### src/bit_sync_pkg.sv
`default_nettype none

package bit_sync_pkg;

    // ****************************************
    // Register map
    // ****************************************
    localparam logic [5:0] BIT_SYNC_CONFIG_ADDR  = 6'h1a;
    localparam logic [7:0] BIT_SYNC_CONFIG_RESET = 8'h6c;
    localparam logic [7:0] READ_IDLE_DATA        = 8'h00;

    // ****************************************
    // Field positions
    // ****************************************
    localparam int PRESYNC_KI_MSB  = 7;
    localparam int PRESYNC_KI_LSB  = 6;
    localparam int PRESYNC_KP_MSB  = 5;
    localparam int PRESYNC_KP_LSB  = 4;
    localparam int POSTSYNC_KI_BIT = 3;
    localparam int POSTSYNC_KP_BIT = 2;
    localparam int LIMIT_MSB       = 1;
    localparam int LIMIT_LSB       = 0;

    // ****************************************
    // Decoded values
    // ****************************************
    // Integral gain counted in halves of the base gain
    localparam logic [3:0] KI_HALF_BASE = 4'h1;
    localparam logic [2:0] KP_BASE      = 3'h1;

    // Rate offset limit counted in steps of 3.125 %
    localparam logic [1:0] LIMIT_OFF     = 2'h0;
    localparam logic [1:0] LIMIT_3P125   = 2'h1;
    localparam logic [1:0] LIMIT_6P25    = 2'h2;
    localparam logic [1:0] LIMIT_12P5    = 2'h3;
    localparam logic [2:0] STEPS_NONE    = 3'h0;
    localparam logic [2:0] STEPS_3P125   = 3'h1;
    localparam logic [2:0] STEPS_6P25    = 3'h2;
    localparam logic [2:0] STEPS_12P5    = 3'h4;

endpackage : bit_sync_pkg

`default_nettype wire

### src/bit_sync_cfg_if.sv
`timescale 1ns/1ns
`default_nettype none

interface bit_sync_cfg_if;
    logic [1:0] presync_integral_gain;
    logic [1:0] presync_proportional_gain;
    logic       postsync_integral_gain;
    logic       postsync_proportional_gain;
    logic [1:0] rate_offset_limit;
    logic       sync_found;
    logic [3:0] ki_half;
    logic [2:0] kp;
    logic [2:0] limit_steps;

    modport source (
        output presync_integral_gain,
        output presync_proportional_gain,
        output postsync_integral_gain,
        output postsync_proportional_gain,
        output rate_offset_limit,
        output sync_found,
        input  ki_half,
        input  kp,
        input  limit_steps
    );

    modport decode (
        input  presync_integral_gain,
        input  presync_proportional_gain,
        input  postsync_integral_gain,
        input  postsync_proportional_gain,
        input  rate_offset_limit,
        input  sync_found,
        output ki_half,
        output kp,
        output limit_steps
    );
endinterface : bit_sync_cfg_if

`default_nettype wire

### src/bit_sync_gain_decode.sv
`timescale 1ns/1ns
`default_nettype none

module bit_sync_gain_decode
    import bit_sync_pkg::*;
(
    bit_sync_cfg_if.decode cfg
);

    // ****************************************
    // Helpers
    // ****************************************
    function automatic logic [2:0] times_code(input logic [1:0] code);
        times_code = {1'b0, code} + 3'h1;
    endfunction : times_code

    function automatic logic [2:0] limit_of(input logic [1:0] code);
        unique case (code)
            LIMIT_OFF:   limit_of = STEPS_NONE;
            LIMIT_3P125: limit_of = STEPS_3P125;
            LIMIT_6P25:  limit_of = STEPS_6P25;
            LIMIT_12P5:  limit_of = STEPS_12P5;
        endcase
    endfunction : limit_of

    wire logic [2:0] pre_ki_mult;
    wire logic [2:0] pre_kp_mult;
    wire logic       use_half_ki;
    wire logic       use_base_kp;

    assign pre_ki_mult = times_code(cfg.presync_integral_gain);
    assign pre_kp_mult = times_code(cfg.presync_proportional_gain);
    assign use_half_ki = cfg.sync_found & cfg.postsync_integral_gain;
    assign use_base_kp = cfg.sync_found & cfg.postsync_proportional_gain;

    // Integral kept in halves so K/2 stays an integer
    assign cfg.ki_half     = use_half_ki ? KI_HALF_BASE : {pre_ki_mult, 1'b0};
    assign cfg.kp          = use_base_kp ? KP_BASE : pre_kp_mult;
    assign cfg.limit_steps = limit_of(cfg.rate_offset_limit);

endmodule : bit_sync_gain_decode

`default_nettype wire

### src/bit_sync_loop_config.sv
//Behaviour
// - Bits 7:6 pick presync integral gain one to four times base; reset 01.
// - Bits 5:4 pick presync proportional gain one to four times base; reset 10.
// - After sync, bit 3 set gives half base integral gain, else presync.
// - After sync, bit 2 set gives base proportional gain, else presync.
// - Bits 1:0 limit rate compensation: off, 3.125, 6.25, 12.5 percent.
// - Integral path tracks and corrects symbol rate mismatch only when bits 1:0 are not off.
// - Freeze gating bit holds loops frozen until carrier sense asserts.
`timescale 1ns/1ns
`default_nettype none

module bit_sync_loop_config
    import bit_sync_pkg::*;
(
    input  wire logic       clk_i,
    input  wire logic       reset_i,
    input  wire logic       reg_write_i,
    input  wire logic       reg_read_i,
    input  wire logic [5:0] reg_addr_i,
    input  wire logic [7:0] reg_wdata_i,
    input  wire logic       sync_found_i,
    input  wire logic       carrier_sense_i,
    input  wire logic       loop_freeze_until_carrier_i,
    output logic      [7:0] reg_rdata_o,
    output logic      [3:0] integral_gain_half_o,
    output logic      [2:0] proportional_gain_o,
    output logic      [2:0] rate_limit_steps_o,
    output logic            integral_track_en_o,
    output logic            loops_frozen_o
);

    // ****************************************
    // Register
    // ****************************************
    logic [7:0] bit_sync_config;

    wire logic addr_hit;
    wire logic write_hit;
    wire logic read_hit;

    assign addr_hit  = (reg_addr_i == BIT_SYNC_CONFIG_ADDR);
    assign write_hit = reg_write_i & addr_hit;
    assign read_hit  = reg_read_i & addr_hit;

    always_ff @(posedge clk_i or posedge reset_i) begin
        if (reset_i) begin
            bit_sync_config <= BIT_SYNC_CONFIG_RESET;
        end else if (write_hit) begin
            bit_sync_config <= reg_wdata_i;
        end
    end

    always_ff @(posedge clk_i or posedge reset_i) begin
        if (reset_i) begin
            reg_rdata_o <= READ_IDLE_DATA;
        end else if (read_hit) begin
            reg_rdata_o <= bit_sync_config;
        end else begin
            reg_rdata_o <= READ_IDLE_DATA;
        end
    end

    // ****************************************
    // Decode
    // ****************************************
    bit_sync_cfg_if cfg_bus ();

    assign cfg_bus.presync_integral_gain      = bit_sync_config[PRESYNC_KI_MSB:PRESYNC_KI_LSB];
    assign cfg_bus.presync_proportional_gain  = bit_sync_config[PRESYNC_KP_MSB:PRESYNC_KP_LSB];
    assign cfg_bus.postsync_integral_gain     = bit_sync_config[POSTSYNC_KI_BIT];
    assign cfg_bus.postsync_proportional_gain = bit_sync_config[POSTSYNC_KP_BIT];
    assign cfg_bus.rate_offset_limit          = bit_sync_config[LIMIT_MSB:LIMIT_LSB];
    assign cfg_bus.sync_found                 = sync_found_i;

    bit_sync_gain_decode u_decode (
        .cfg (cfg_bus.decode)
    );

    wire logic next_frozen;
    wire logic next_track_en;

    // frozen while gated and no carrier
    assign next_frozen   = loop_freeze_until_carrier_i & ~carrier_sense_i;
    assign next_track_en = (cfg_bus.limit_steps != STEPS_NONE) & ~next_frozen;

    // ****************************************
    // Outputs to clock recovery
    // ****************************************
    // Registered so the loop sees a glitch-free value one cycle later
    always_ff @(posedge clk_i or posedge reset_i) begin
        if (reset_i) begin
            integral_gain_half_o <= KI_HALF_BASE;
            proportional_gain_o  <= KP_BASE;
            rate_limit_steps_o   <= STEPS_NONE;
            integral_track_en_o  <= 1'b0;
            loops_frozen_o       <= 1'b0;
        end else begin
            integral_gain_half_o <= cfg_bus.ki_half;
            proportional_gain_o  <= cfg_bus.kp;
            rate_limit_steps_o   <= cfg_bus.limit_steps;
            integral_track_en_o  <= next_track_en;
            loops_frozen_o       <= next_frozen;
        end
    end
endmodule : bit_sync_loop_config

`default_nettype wire

### config.mk
export PLATFORM = sky130hd
export DESIGN_NAME = bit_sync_loop_config
export DESIGN_NICKNAME = d
export VERILOG_FILES = /design/src/bit_sync_pkg.sv /design/src/bit_sync_cfg_if.sv /design/src/bit_sync_gain_decode.sv /design/src/bit_sync_loop_config.sv
export SDC_FILE = /design/constraint.sdc
export NUM_CORES = 1
export LEC_CHECK = 0
export BUFFER_PORTS_ARGS = -buffer_cell sky130_fd_sc_hd__buf_2
export CAP_MARGIN = 20
export CORE_ASPECT_RATIO = 1.5
export CORE_MARGIN = 2
export CORE_UTILIZATION = 35
export CTS_BUF_LIST = sky130_fd_sc_hd__clkbuf_16
export CTS_CLUSTER_DIAMETER = 200
export DETAILED_ROUTE_END_ITERATION = 7
export PLACE_DENSITY = 0.6
export SETUP_SLACK_MARGIN = 0.4
export SLEW_MARGIN = 30
export SYNTH_ARGS = -nofsm -noshare
export SYNTH_HDL_FRONTEND = slang
export SYNTH_SLANG_ARGS = --single-unit
### constraint.sdc
create_clock -name clk_i -period 0.95 [get_ports clk_i]
set_input_delay 0.1425 -clock clk_i [delete_from_list [all_inputs] [get_ports clk_i]]
set_output_delay 0.1425 -clock clk_i [all_outputs]
set_load 0.02 [all_outputs]
==> After elaboration in Yosys (flattened, before gate mapping) <==
Index checks and enable logic that the tools add are counted.
{ "classes": {"add_sub_neg": 2, "multipliers": 0, "div": 0, "magnitude_cmp": 0, "eq_ne": 4, "n_shift": 0, "muxes": 4, "bitwise": 8, "n_reduce_logical": 2} }
{ "ops": {"columns": ["operator", "count"], "rows": [
  ["3-bit case mux with 4 select lines", 1],
  ["8-bit two-way mux", 1],
  ["2-bit by 1-bit adder with 3-bit output, second input constant", 2],
  ["1-bit AND", 6],
  ["6-bit by 5-bit equality test with 1-bit output, second input constant", 1],
  ["2-bit equality test, second input constant", 2],
  ["4-bit two-way mux", 1],
  ["3-bit two-way mux", 1],
  ["3-bit nonzero test", 1],
  ["2-bit by 1-bit equality test with 1-bit output, second input constant", 1],
  ["2-bit zero test", 1],
  ["1-bit NOT", 2]
]} }
{ "totals": {"ff_bits": 28, "latchBits": 0, "mem_bits_rw": 0, "rom_bits": 0, "inputBits": 21, "output_inout_bits": 20, "elab_cells": 27, "n_memories": 0} }

==> Logic depth before layout (Yosys ltp) <==
Gate-level depths: netlist of the first run.
{ "depth": {"depth_word": 4, "mapped_depth": 3, "depth_no_buf": 3} }

==> Cells and area by module <==
A second synthesis of the first run with hierarchy kept.
{ "hier_totals": {"cells_unflattened": 65, "hier_area_um2": 1016.0} }
{ "modules_own_cells": {"columns": ["mod", "n_inst", "cells_per_inst", "area_per_inst_um2", "seq_area_each_um2"], "rows": [
  ["bit_sync_loop_config", 1, 52, 912.1, 708.2],
  ["bit_sync_gain_decode", 1, 13, 103.8, 0.0]
]} }

==> Worst setup path before layout of the first run <==
No wires, ideal clock.
{ "synth_path": {"kind": "in2reg", "start": "in reg_addr_i[2]", "end": "reg bit_sync_config[0]", "setup_time_ns": 0.125, "t_arrival_ns": 1.050, "required_time_ns": 0.825, "path_slack_ns": -0.225, "path_stages": 3, "path_buffers": 0, "cell_sequence": "nand4bb_4 > nor3_4 > mux2_2"} }
{ "synth_via": {"elab_chain_len": 2} }
{ "synth_rtl": {"columns": ["item", "line", "rtl"], "rows": [
  ["start, declared", "bit_sync_loop_config.sv:19", "input wire logic [5:0] reg_addr_i,"],
  ["6-bit by 5-bit equality test with 1-bit output", "bit_sync_loop_config.sv:41", "assign addr_hit = (reg_addr_i == BIT_SYNC_CONFIG_ADDR);"],
  ["1-bit AND", "bit_sync_loop_config.sv:42", "assign write_hit = reg_write_i & addr_hit;"],
  ["end signal, assigned", "bit_sync_loop_config.sv:49", "bit_sync_config <= reg_wdata_i;"],
  ["end, declared", "bit_sync_loop_config.sv:35", "logic [7:0] bit_sync_config;"]
]} }
Every way passes these cells.
A chain may end at the register's enable or synchronous reset.

==> Worst setup path in the final report of the first run <==
{ "layout_path": {"start": "reg proportional_gain_o[0]", "end": "out proportional_gain_o[0]"} }
{ "layout_lines": {"columns": ["item", "line", "rtl"], "rows": [
  ["start, declared", "bit_sync_loop_config.sv:26", "output logic [2:0] proportional_gain_o,"],
  ["start signal, assigned", "bit_sync_loop_config.sv:99", "proportional_gain_o <= cfg_bus.kp;"]
]} }
No word-level cell between the ends.

==> impl_metrics.env, run 1 <==
export IMPL_r2r_setup_slack_ns=-0.05
export IMPL_p_int_uw=2550
export IMPL_combPwrFrac_pct=19.0
export IMPL_grt_antenna_before_repair=0
export IMPL_seq_area_frac_synth_pct=70.2
export IMPL_rsz0062_at_grt="true"
export IMPL_end_kind="output pin"
export IMPL_rows=23
export IMPL_cp_top_family="flip-flops"
export IMPL_max_stage_delay_ns=0.53
export IMPL_htree_levels=1
export IMPL_nets=145
export IMPL_worstSetupStartpoint="proportional_gain_o[0]"
export IMPL_crit_required_ns=0.81
export IMPL_start_util_pct=37.3
export IMPL_die_w_um=47.8
export IMPL_yosysTopAreaCell="dfrtp_1"
export IMPL_fin_worst_skew_ns=0.00458
export IMPL_timing_final_ws_setup_ns=-0.0897
export IMPL_dieHeight_um=69.7
export IMPL_drc_errors=0
export IMPL_rr_worst_depth=2
export IMPL_path_class="flip-flop to output pin"
export IMPL_clk_latency_ns=0.26
export IMPL_syn_inst=66
export IMPL_grt_total_usage_pct=14.4
export IMPL_drt_iter0_drc=14
export IMPL_cts_root_buf="clkbuf_16"
export IMPL_cellLeakagePower_uw=0.000849
export IMPL_hold_ws_ns=-0.157
export IMPL_grt_ovfl_total=0
export IMPL_grt_pass1_vias=745
export IMPL_r2r_start="bit_sync_config[5]"
export IMPL_grt_max_degree=17
export IMPL_power_density_nw_per_um2=1850
export IMPL_vias=681
export IMPL_report_power_total_uw=3260
export IMPL_seqPwrFrac_pct=43.5
export IMPL_avgViaCountPerCell=4.31
export IMPL_wire_per_inst_um=13.2
export IMPL_arrival_ns=0.90
export IMPL_dieArea_um2=3340
export IMPL_period_share_pct=109
export IMPL_port_buffers=40
export IMPL_drv_slew=0
export IMPL_hpwl_um=1340
export IMPL_critPathSlowestCell="dfstp_2"
export IMPL_io_pins=41
export IMPL_synthTopCellsByArea="dfrtp_1, dfstp_2, mux2_2"
export IMPL_rr_endpoint="proportional_gain_o[1]"
export IMPL_fmax_ghz=0.962
export IMPL_status="finished with violations"
export IMPL_areaGrowthSynthToFinish_pct=74.7
export IMPL_failed_checks="hold timing, setup timing"
export IMPL_worstPathCellList="buf_6"
export IMPL_clockBufferDepth=2
export IMPL_drive_gt1_share_pct=78.5
export IMPL_synthDistinctLibCells=12
export IMPL_wl_um=2090
export IMPL_clk_pin_slew_ns=0.07
export IMPL_synth_area_um2=1010
export IMPL_tightest_slew_ns=0.313
export IMPL_grt_pass1_wl_um=3420
export IMPL_max_cap_violations=0
export IMPL_numCtsBuffers=3
export IMPL_setup_viol=4
export IMPL_hold_viol=8
export IMPL_crit_fanout=1
export IMPL_switchingPower_uw=714
export IMPL_power_share_clock_pct=37.4
export IMPL_yosys_area_top_type_share_pct=54.6
export IMPL_dr_pass1_iters=2
export IMPL_syn_avg_cell_area_um2=15.3
export IMPL_n_antenna_cell=0
export IMPL_syn_num_nets=89
export IMPL_ys_ff_latch=28
export IMPL_ys_warn_count=0
export IMPL_cts_tree="yes"
export IMPL_globalplace_congestion=0.694
export IMPL_cts_num_sinks=28
export IMPL_period_minus_slack_ns=1.04
export IMPL_switching_share_pct=21.9
export IMPL_core_area_um2=2710
export IMPL_antenna_left=0
export IMPL_hold_class="input port to asynchronous set/reset pin"
export IMPL_startpoint_type="flip-flop"
export IMPL_slew_headroom_pct=79.1
export IMPL_crit_buf_inv=1
export IMPL_ir_worst_vdd_uv=1430
==> per-layer routing <==
| metal | GRT usage [%] | wire length [um] | part of all wire [%] | vias up |
|---|---|---|---|---|
| li1 | - | - | - | 324 |
| met4 | 7.21 | 45 | 2.2 | 0 |
| met3 | 1.56 | 60 | 2.9 | 5 |
| met1 | 16.6 | 744 | 36 | 332 |
| met5 | 0 | 0 | 0 | - |
| met2 | 24.4 | 1240 | 59 | 20 |
==> synthesized netlist by cell type <==
cell type / n
and2_1: 12
ha_1: 2
nor3_1: 1
nand2_1: 4
nor3_4: 1
dfstp_2: 6
mux2_2: 8
inv_1: 1
nor2_1: 3
nor2b_1: 5
dfrtp_1: 22
nand4bb_4: 1
==> flip-flops by register name, indices dropped and copies added, names as in the netlist <==
register and flops:
bit_sync_config 8, integral_gain_half_o 4, integral_track_en_o 1, loops_frozen_o 1, proportional_gain_o 3, rate_limit_steps_o 3, reg_rdata_o 8
==> kinds of logic after synthesis <==
group                    share of synthesized area [%]
flip-flops                                        70.2
AND/OR/NAND/NOR                                   18.0
multiplexers                                      8.93
adder cells (fa/ha/maj)                           2.48
buffers and inverters                            0.372
==> how the worst max path moves through the flow <==
stage | to | cells past startpoint | slack, ns
finish | proportional_gain_o[0] | 1 | -0.09
global route | proportional_gain_o[0] | 1 | -0.10
detailed placement | bit_sync_config[1] | 5 | -0.33
global placement | bit_sync_config[1] | 5 | -0.31
CTS | proportional_gain_o[0] | 1 | -0.1
floorplan | bit_sync_config[0] | 3 | -0.22
==> cells in the final DEF (no fill, tap or decap) <==
cell type,Yosys,layout
clkbuf_16,0,3
buf_12,0,2
clkinvlp_4,0,1
nor2_1,3,1
nand4bb_4,1,1
nor2_2,0,2
mux2_4,0,8
buf_6,0,30
nor2b_4,0,3
nand2_1,4,2
bufinv_16,0,1
nor2b_1,5,2
nand2_2,0,2
ha_4,0,2
dfstp_2,6,6
nor3_4,1,1
and2_4,0,11
dfrtp_1,22,20
and2_1,12,1
dfrtp_2,0,2
buf_4,0,1
buf_2,0,18
nor3_2,0,1
==> power groups by stage <==
stage | sequential, uW | clock [uW] | combinational (uW)
after floorplan | 1480 | 0 | 124
after detailed placement | 1390 | 0 | 390
final | 1420 | 1220 | 622
after CTS | 1410 | 1240 | 557
after global placement | 1390 | 0 | 381
after global routing | 1440 | 1260 | 670
==> what timing repair did <==
| action | 4_1_cts | 5_1_grt |
|---|---|---|
| setup endpoints to repair | 47 | 47 |
| cloned | 0 | 0 |
| pin swaps | 9 | 4 |
| buffers inserted | 2 | 3 |
| endpoints found under the hold margin | 8 | 8 |
| gates resized for setup | 64 | 17 |
==> area by class of cell <==
type / count / area (um^2)
Timing Repair Buffer: 51 / 475
Multi-Input combinational cell: 37 / 417
Inverter: 1 / 7.51
Sequential cell: 28 / 711
Clock inverter: 1 / 30.0
Tap cell: 37 / 46.3
Clock buffer: 3 / 75.1
Fill cell: 223 / 943
==> stage by stage <==
step / instances / utilization (%) / TNS [ns] / setup slack, ns / cell area [um^2]
3_3_place_gp: 149 / 49.3 / -2.95 / -0.314 / 1330
2_1_floorplan: 66 / - / -1.88 / -0.225 / 1020
3_5_place_dp: 149 / 49.3 / -3.63 / -0.328 / 1330
6_report: 158 / 65.1 / -0.246 / -0.0897 / 1760
5_1_grt: 158 / 65.1 / -0.400 / -0.104 / 1760
4_1_cts: 155 / 62.2 / -0.562 / -0.0960 / 1680
Note: power is estimated with default switching activity, not from simulation.
==> run 2, diff against run 1 <==
--- a/config.mk
+++ b/config.mk
@@ -5,6 +5,7 @@
 export SDC_FILE = /design/constraint.sdc
 export NUM_CORES = 1
 export LEC_CHECK = 0
+export ABC_AREA = 1
 export BUFFER_PORTS_ARGS = -buffer_cell sky130_fd_sc_hd__buf_2
 export CAP_MARGIN = 20
 export CORE_ASPECT_RATIO = 1.5
==> run 2 against run 1 <==
Against the previous run: the run still ends with hold timing, setup timing left; clock power decreased by 24%; worst setup slack worse by 0.00099 ns; critical path type unchanged; highest routed layer unchanged; design area fell by 3.5%; worst hold slack better by 0.057 ns; area after synthesis is 6.7% higher.
==> impl_metrics.env, run 2 <==
export IMPL_arrival_ns=0.90
export IMPL_syn_inst=97
export IMPL_rr_worst_depth=2
export IMPL_synthDistinctLibCells=15
export IMPL_grt_ovfl_total=0
export IMPL_rsz0062_at_grt="true"
export IMPL_wl_um=2030
export IMPL_cp_top_family="flip-flops"
export IMPL_cts_tree="yes"
export IMPL_synth_most_common_cell="dfrtp_1"
export IMPL_fmax_ghz=0.961
export IMPL_yosys_area_top_type_share_pct=51.2
export IMPL_ir_worst_vdd_uv=1300
export IMPL_post_place_ws_ns=-0.0340
export IMPL_dr_pass1_iters=2
export IMPL_synthArstFlopShare_pct=100
export IMPL_path_class="flip-flop to output pin"
export IMPL_crit_required_ns=0.81
export IMPL_n_antenna_cell=0
export IMPL_syn_avg_cell_area_um2=11.1
export IMPL_p_int_uw=2180
export IMPL_hold_class="input port to asynchronous set/reset pin"
export IMPL_grt_pass1_vias=833
export IMPL_tightest_slew_ns=0.179
export IMPL_max_cap_violations=0
export IMPL_status="finished with violations"
export IMPL_synth_enable_flop_cells=0
export IMPL_yosysTopAreaCell="dfrtp_1"
export IMPL_timing_final_ws_setup_ns=-0.0907
export IMPL_r2r_setup_slack_ns=-0.05
export IMPL_drive_gt1_share_pct=61.3
export IMPL_hold_ws_ns=-0.0996
export IMPL_rr_endpoint="proportional_gain_o[1]"
export IMPL_clk_pin_slew_ns=0.07
export IMPL_seqPwrFrac_pct=48.2
export IMPL_cellLeakagePower_uw=0.000865
export IMPL_power_density_nw_per_um2=1710
export IMPL_critPathSlowestCell="dfstp_2"
export IMPL_core_area_um2=2910
export IMPL_nets=174
export IMPL_synthTopCellsByCount="dfrtp_1, nand2_1, inv_1"
export IMPL_start_util_pct=36.9
export IMPL_wire_per_inst_um=10.8
export IMPL_grt_total_usage_pct=12.2
export IMPL_cts_root_buf="clkbuf_16"
export IMPL_fin_worst_skew_ns=0.00399
export IMPL_grt_pass1_wl_um=3310
export IMPL_dieHeight_um=71.9
export IMPL_stdcell_count=189
export IMPL_vias=836
export IMPL_slew_headroom_pct=88.0
export IMPL_syn_num_nets=120
export IMPL_grt_max_degree=29
export IMPL_startpoint_type="flip-flop"
export IMPL_synth_area_um2=1080
export IMPL_htree_levels=1
export IMPL_layout_common_cells="buf_6, dfrtp_1, buf_2, nand2_1, inv_2"
export IMPL_synthTopCellsByArea="dfrtp_1, dfstp_2, nand2_1"
export IMPL_period_share_pct=110
export IMPL_worstPathCellList="buf_6"
export IMPL_setup_tns_ns=-0.223
export IMPL_globalplace_congestion=0.736
export IMPL_antenna_left=0
export IMPL_dieArea_um2=3540
export IMPL_rows=24
export IMPL_combPwrFrac_pct=19.8
export IMPL_report_power_total_uw=2910
export IMPL_numCtsBuffers=3
export IMPL_ys_ff_latch=28
export IMPL_drv_slew=0
export IMPL_switchingPower_uw=732
export IMPL_hpwl_um=1490
export IMPL_clockBufferDepth=2
export IMPL_failed_checks="hold timing, setup timing"
export IMPL_end_kind="output pin"
export IMPL_layout_commonest_cell="buf_6"
export IMPL_power_share_clock_pct=32.0
export IMPL_drc_errors=0
export IMPL_grt_antenna_before_repair=0
export IMPL_max_stage_delay_ns=0.53
export IMPL_setup_viol=3
export IMPL_largestRegisters="bit_sync_config: 8 flops, reg_rdata_o: 8 flops, integral_gain_half_o: 4 flops"
export IMPL_dominantRegCellSynth="dfrtp_1"
export IMPL_port_buffers=40
export IMPL_avgViaCountPerCell=4.42
export IMPL_hold_viol=22
export IMPL_switching_share_pct=25.1
export IMPL_cts_num_sinks=28
export IMPL_dp_cells=182
export IMPL_areaGrowthSynthToFinish_pct=58.0
export IMPL_seq_area_frac_synth_pct=65.8
export IMPL_period_minus_slack_ns=1.04
export IMPL_r2r_start="bit_sync_config[5]"
export IMPL_die_w_um=49.3
export IMPL_crit_fanout=1
export IMPL_ys_warn_count=0
export IMPL_crit_buf_inv=1
export IMPL_io_pins=41
export IMPL_drt_iter0_drc=13
export IMPL_clk_latency_ns=0.26
run 2: cell types whose count changed after synthesis, sizes merged, moves of 2 or more:
cell   delta
nand2    +18
inv      +14
nor2     +13
and2     -10
mux2      -8
nand4     +8
nor2b     -5
nand3     +2
nor3      -2
run 2: repair_timing:
item	4_1_cts	5_1_grt
pin swaps	8	7
hold endpoints to repair	22	22
resized for setup	54	6
setup endpoints to repair	47	47
setup buffers	2	1
run 2: through the flow:
stage               hold slack, ns  instance area (um^2)  utilization, %
detailed placement           0.175                  1420            48.6
global placement             0.170                  1420            48.6
finish                     -0.0996                  1700            58.4
CTS                         -0.101                  1680            57.7
global route               -0.0855                  1700            58.4
floorplan                   0.0435                  1110               -
run 2: cell families after synthesis:
family | synth area share (%)
AO/OA/AOI/OAI | 0.465
adder cells (fa/ha/maj) | 2.33
flip-flops | 65.8
AND/OR/NAND/NOR | 25.7
buffers and inverters | 5.70
run 2: metal layers:
layer,track usage (%),wire length (um)
met1,12.4,722
met3,2.47,102
met2,23.7,1180
met4,4.76,25
met5,0,0
run 2: final cells by class:
type,count,area (um^2)
Timing Repair Buffer,50,434
Tap cell,39,48.8
Inverter,15,62.6
Fill cell,275,1210
Sequential cell,28,708
Multi-Input combinational cell,53,368
Clock inverter,1,3.75
Clock buffer,3,75.1
run 2: how the worst max path moves through the flow:
stage	slack, ns	start	cells after the start	end
2_1_floorplan	-0.02	bit_sync_config[5]	2	proportional_gain_o[1]
3_3_place_gp	-0.007	bit_sync_config[5]	2	proportional_gain_o[1]
3_5_place_dp	-0.03	bit_sync_config[5]	2	proportional_gain_o[1]
4_1_cts	-0.1	integral_gain_half_o[0]	1	integral_gain_half_o[0]
5_1_grt	-0.12	integral_gain_half_o[0]	1	integral_gain_half_o[0]
6_report	-0.09	integral_gain_half_o[0]	1	integral_gain_half_o[0]
run 2: power by group through the flow:
stage          Sequential, uW  Combinational [uW]  Clock [uW]
2_1_floorplan            1480                 163           0
3_3_place_gp             1390                 431           0
3_5_place_dp             1400                 442           0
4_1_cts                  1400                 562         941
5_1_grt                  1420                 629        1000
6_report                 1400                 578         931
==> run 3, diff against run 2 <==
==> constraint.sdc (replaced) <==
create_clock -name clk_i -period 0.95 [get_ports clk_i]
set_input_delay 0.1425 -clock clk_i [delete_from_list [all_inputs] [get_ports clk_i]]
set_output_delay 0.1425 -clock clk_i [all_outputs]
set_load 0.01 [all_outputs]
==> run 3 against run 2 <==
Against the previous run: the run still ends with hold timing, setup timing left; critical path type unchanged; non-clock buffer count stayed put; worst setup slack better by 0.011 ns; largest cell class unchanged; final cell count stayed put; clock power is 1% higher; sequential share of layout area is 2.8 points higher; sequential cell count stayed put.
==> impl_metrics.env, run 3 (synthesis results as in run 2) <==
export IMPL_timing_final_ws_setup_ns=-0.0797
export IMPL_cellLeakagePower_uw=0.000849
export IMPL_combPwrFrac_pct=16.5
export IMPL_avgViaCountPerCell=4.39
export IMPL_areaGrowthSynthToFinish_pct=48.1
export IMPL_io_pins=41
export IMPL_rows=24
export IMPL_numCtsBuffers=3
export IMPL_cp_top_family="flip-flops"
export IMPL_drv_slew=0
export IMPL_grt_pass1_wl_um=3210
export IMPL_cts_num_sinks=28
export IMPL_setup_viol=3
export IMPL_power_share_clock_pct=33.7
export IMPL_hpwl_um=1490
export IMPL_dieHeight_um=71.9
export IMPL_tightest_slew_ns=0.208
export IMPL_grt_pass1_vias=809
export IMPL_period_minus_slack_ns=1.03
export IMPL_utilization_pct=54.7
export IMPL_layout_commonest_cell="buf_2"
export IMPL_drt_met1_wl_um=731
export IMPL_power_density_nw_per_um2=1750
export IMPL_grt_max_degree=29
export IMPL_crit_required_ns=0.81
export IMPL_layout_common_cells="buf_2, dfrtp_1, nand2_1, inv_2"
export IMPL_htree_levels=1
export IMPL_die_w_um=49.3
export IMPL_status="finished with violations"
export IMPL_p_int_uw=2120
export IMPL_max_cap_violations=0
export IMPL_top_layer="met4"
export IMPL_setup_tns_ns=-0.198
export IMPL_dieArea_um2=3540
export IMPL_drive_gt1_share_pct=61.3
export IMPL_switching_share_pct=24.2
export IMPL_grt_antenna_before_repair=0
export IMPL_hold_ws_ns=-0.107
export IMPL_cts_root_buf="clkbuf_16"
export IMPL_failed_checks="hold timing, setup timing"
export IMPL_clockBufferDepth=2
export IMPL_antenna_left=0
export IMPL_worstPathCellList="buf_6"
export IMPL_regArea_um2=708
export IMPL_grt_total_usage_pct=11.8
export IMPL_arrival_ns=0.89
export IMPL_wire_per_inst_um=10.4
export IMPL_multiInputGateArea_um2=368
export IMPL_crit_buf_inv=1
export IMPL_wl_met3_um=124
export IMPL_critPathSlowestCell="dfstp_2"
export IMPL_clk_pin_slew_ns=0.07
export IMPL_drc_errors=0
export IMPL_period_share_pct=108
export IMPL_port_buffers=40
export IMPL_rsz0062_at_grt="true"
export IMPL_end_kind="output pin"
export IMPL_max_stage_delay_ns=0.53
export IMPL_drt_iter0_drc=16
export IMPL_final_cell_area_um2=1590
export IMPL_vias=830
export IMPL_globalplace_congestion=0.736
export IMPL_cts_tree="yes"
export IMPL_hold_class="input port to asynchronous set/reset pin"
export IMPL_fin_worst_skew_ns=0.00574
export IMPL_n_antenna_cell=0
export IMPL_hold_viol=22
export IMPL_ir_worst_vdd_uv=1300
export IMPL_n_fill_cell=283
export IMPL_wl_um=1960
export IMPL_nets=174
export IMPL_clk_latency_ns=0.26
export IMPL_path_class="flip-flop to output pin"
export IMPL_crit_fanout=1
export IMPL_switchingPower_uw=674
export IMPL_start_util_pct=36.9
export IMPL_wl_met2_um=1080
export IMPL_slew_headroom_pct=86.1
export IMPL_fmax_ghz=0.971
export IMPL_core_area_um2=2910
export IMPL_grt_ovfl_total=0
export IMPL_startpoint_type="flip-flop"
export IMPL_seqPwrFrac_pct=49.8
export IMPL_placed_cell_area_um2=1420
export IMPL_dr_pass1_iters=3
export IMPL_largestRegisters="bit_sync_config: 8 flops, reg_rdata_o: 8 flops, integral_gain_half_o: 4 flops"
## run 3: cell count changes in the layout (fill, tap and decap cells not counted)
cell	previous run	this run
buf_6	25	8
buf_2	19	36
## run 3: power by group through the flow
| stage | combinational, uW | sequential, uW | clock (uW) |
|---|---|---|---|
| after detailed placement | 391 | 1400 | 0 |
| after global routing | 515 | 1410 | 1000 |
| final | 462 | 1390 | 940 |
| after CTS | 448 | 1390 | 941 |
| after global placement | 381 | 1390 | 0 |
| after floorplan | 163 | 1440 | 0 |
## run 3: repair_timing
| item | 4_1_cts | 5_1_grt |
|---|---|---|
| pin swaps | 8 | 7 |
| endpoints found under the setup margin | 47 | 47 |
| buffers inserted | 2 | 1 |
| endpoints found under the hold margin | 22 | 22 |
| resized for setup | 16 | 7 |
| gates cloned | 0 | 0 |
## run 3: metal layers
metal	GRT usage [%]	vias to the layer above
met2	22.1	30
met4	5.08	0
met5	0	-
met3	3.09	5
li1	-	406
met1	12.2	389
## run 3: final cells by class
| type | instances | area share, % |
|---|---|---|
| Sequential cell | 28 | 44.4 |
| Multi-Input combinational cell | 53 | 23.1 |
| Timing Repair Buffer | 50 | 20.6 |
| Clock buffer | 3 | 4.71 |
| Inverter | 15 | 3.92 |
| Tap cell | 39 | 3.06 |
| Clock inverter | 1 | 0.235 |
## run 3: metrics by stage
step / hold WS, ns / total power [uW] / setup WS (ns) / cells
finish: -0.107 / 2790 / -0.0797 / 189
global route: -0.0887 / 2920 / -0.100 / 189
CTS: -0.101 / 2780 / -0.0815 / 188
detailed placement: 0.175 / 1790 / -0.0340 / 182
global placement: 0.170 / 1770 / -0.00723 / 182
floorplan: 0.0435 / 1600 / -0.0164 / 97
## run 3: worst paths after layout
check | from | end | slack, ns | cells past startpoint
worst max-delay path | integral_gain_half_o[0] | integral_gain_half_o[0] | -0.08 | 1
max in group asynchronous | reset_i | bit_sync_config[3] | 0.83 | 3
worst min register to register | bit_sync_config[2] | bit_sync_config[2] | 0.47 | 2
worst min-delay path | reset_i | proportional_gain_o[2] | -0.11 | 3
worst max register to register | bit_sync_config[5] | proportional_gain_o[1] | -0.05 | 2
min in group clk_i | carrier_sense_i | loops_frozen_o | 0.06 | 2
## run 3: worst reg2reg max path, stage by stage (launching register included)
cell and delay (ns):
dfstp_2 0.57, ha_4 0.20, and2_4 0.12
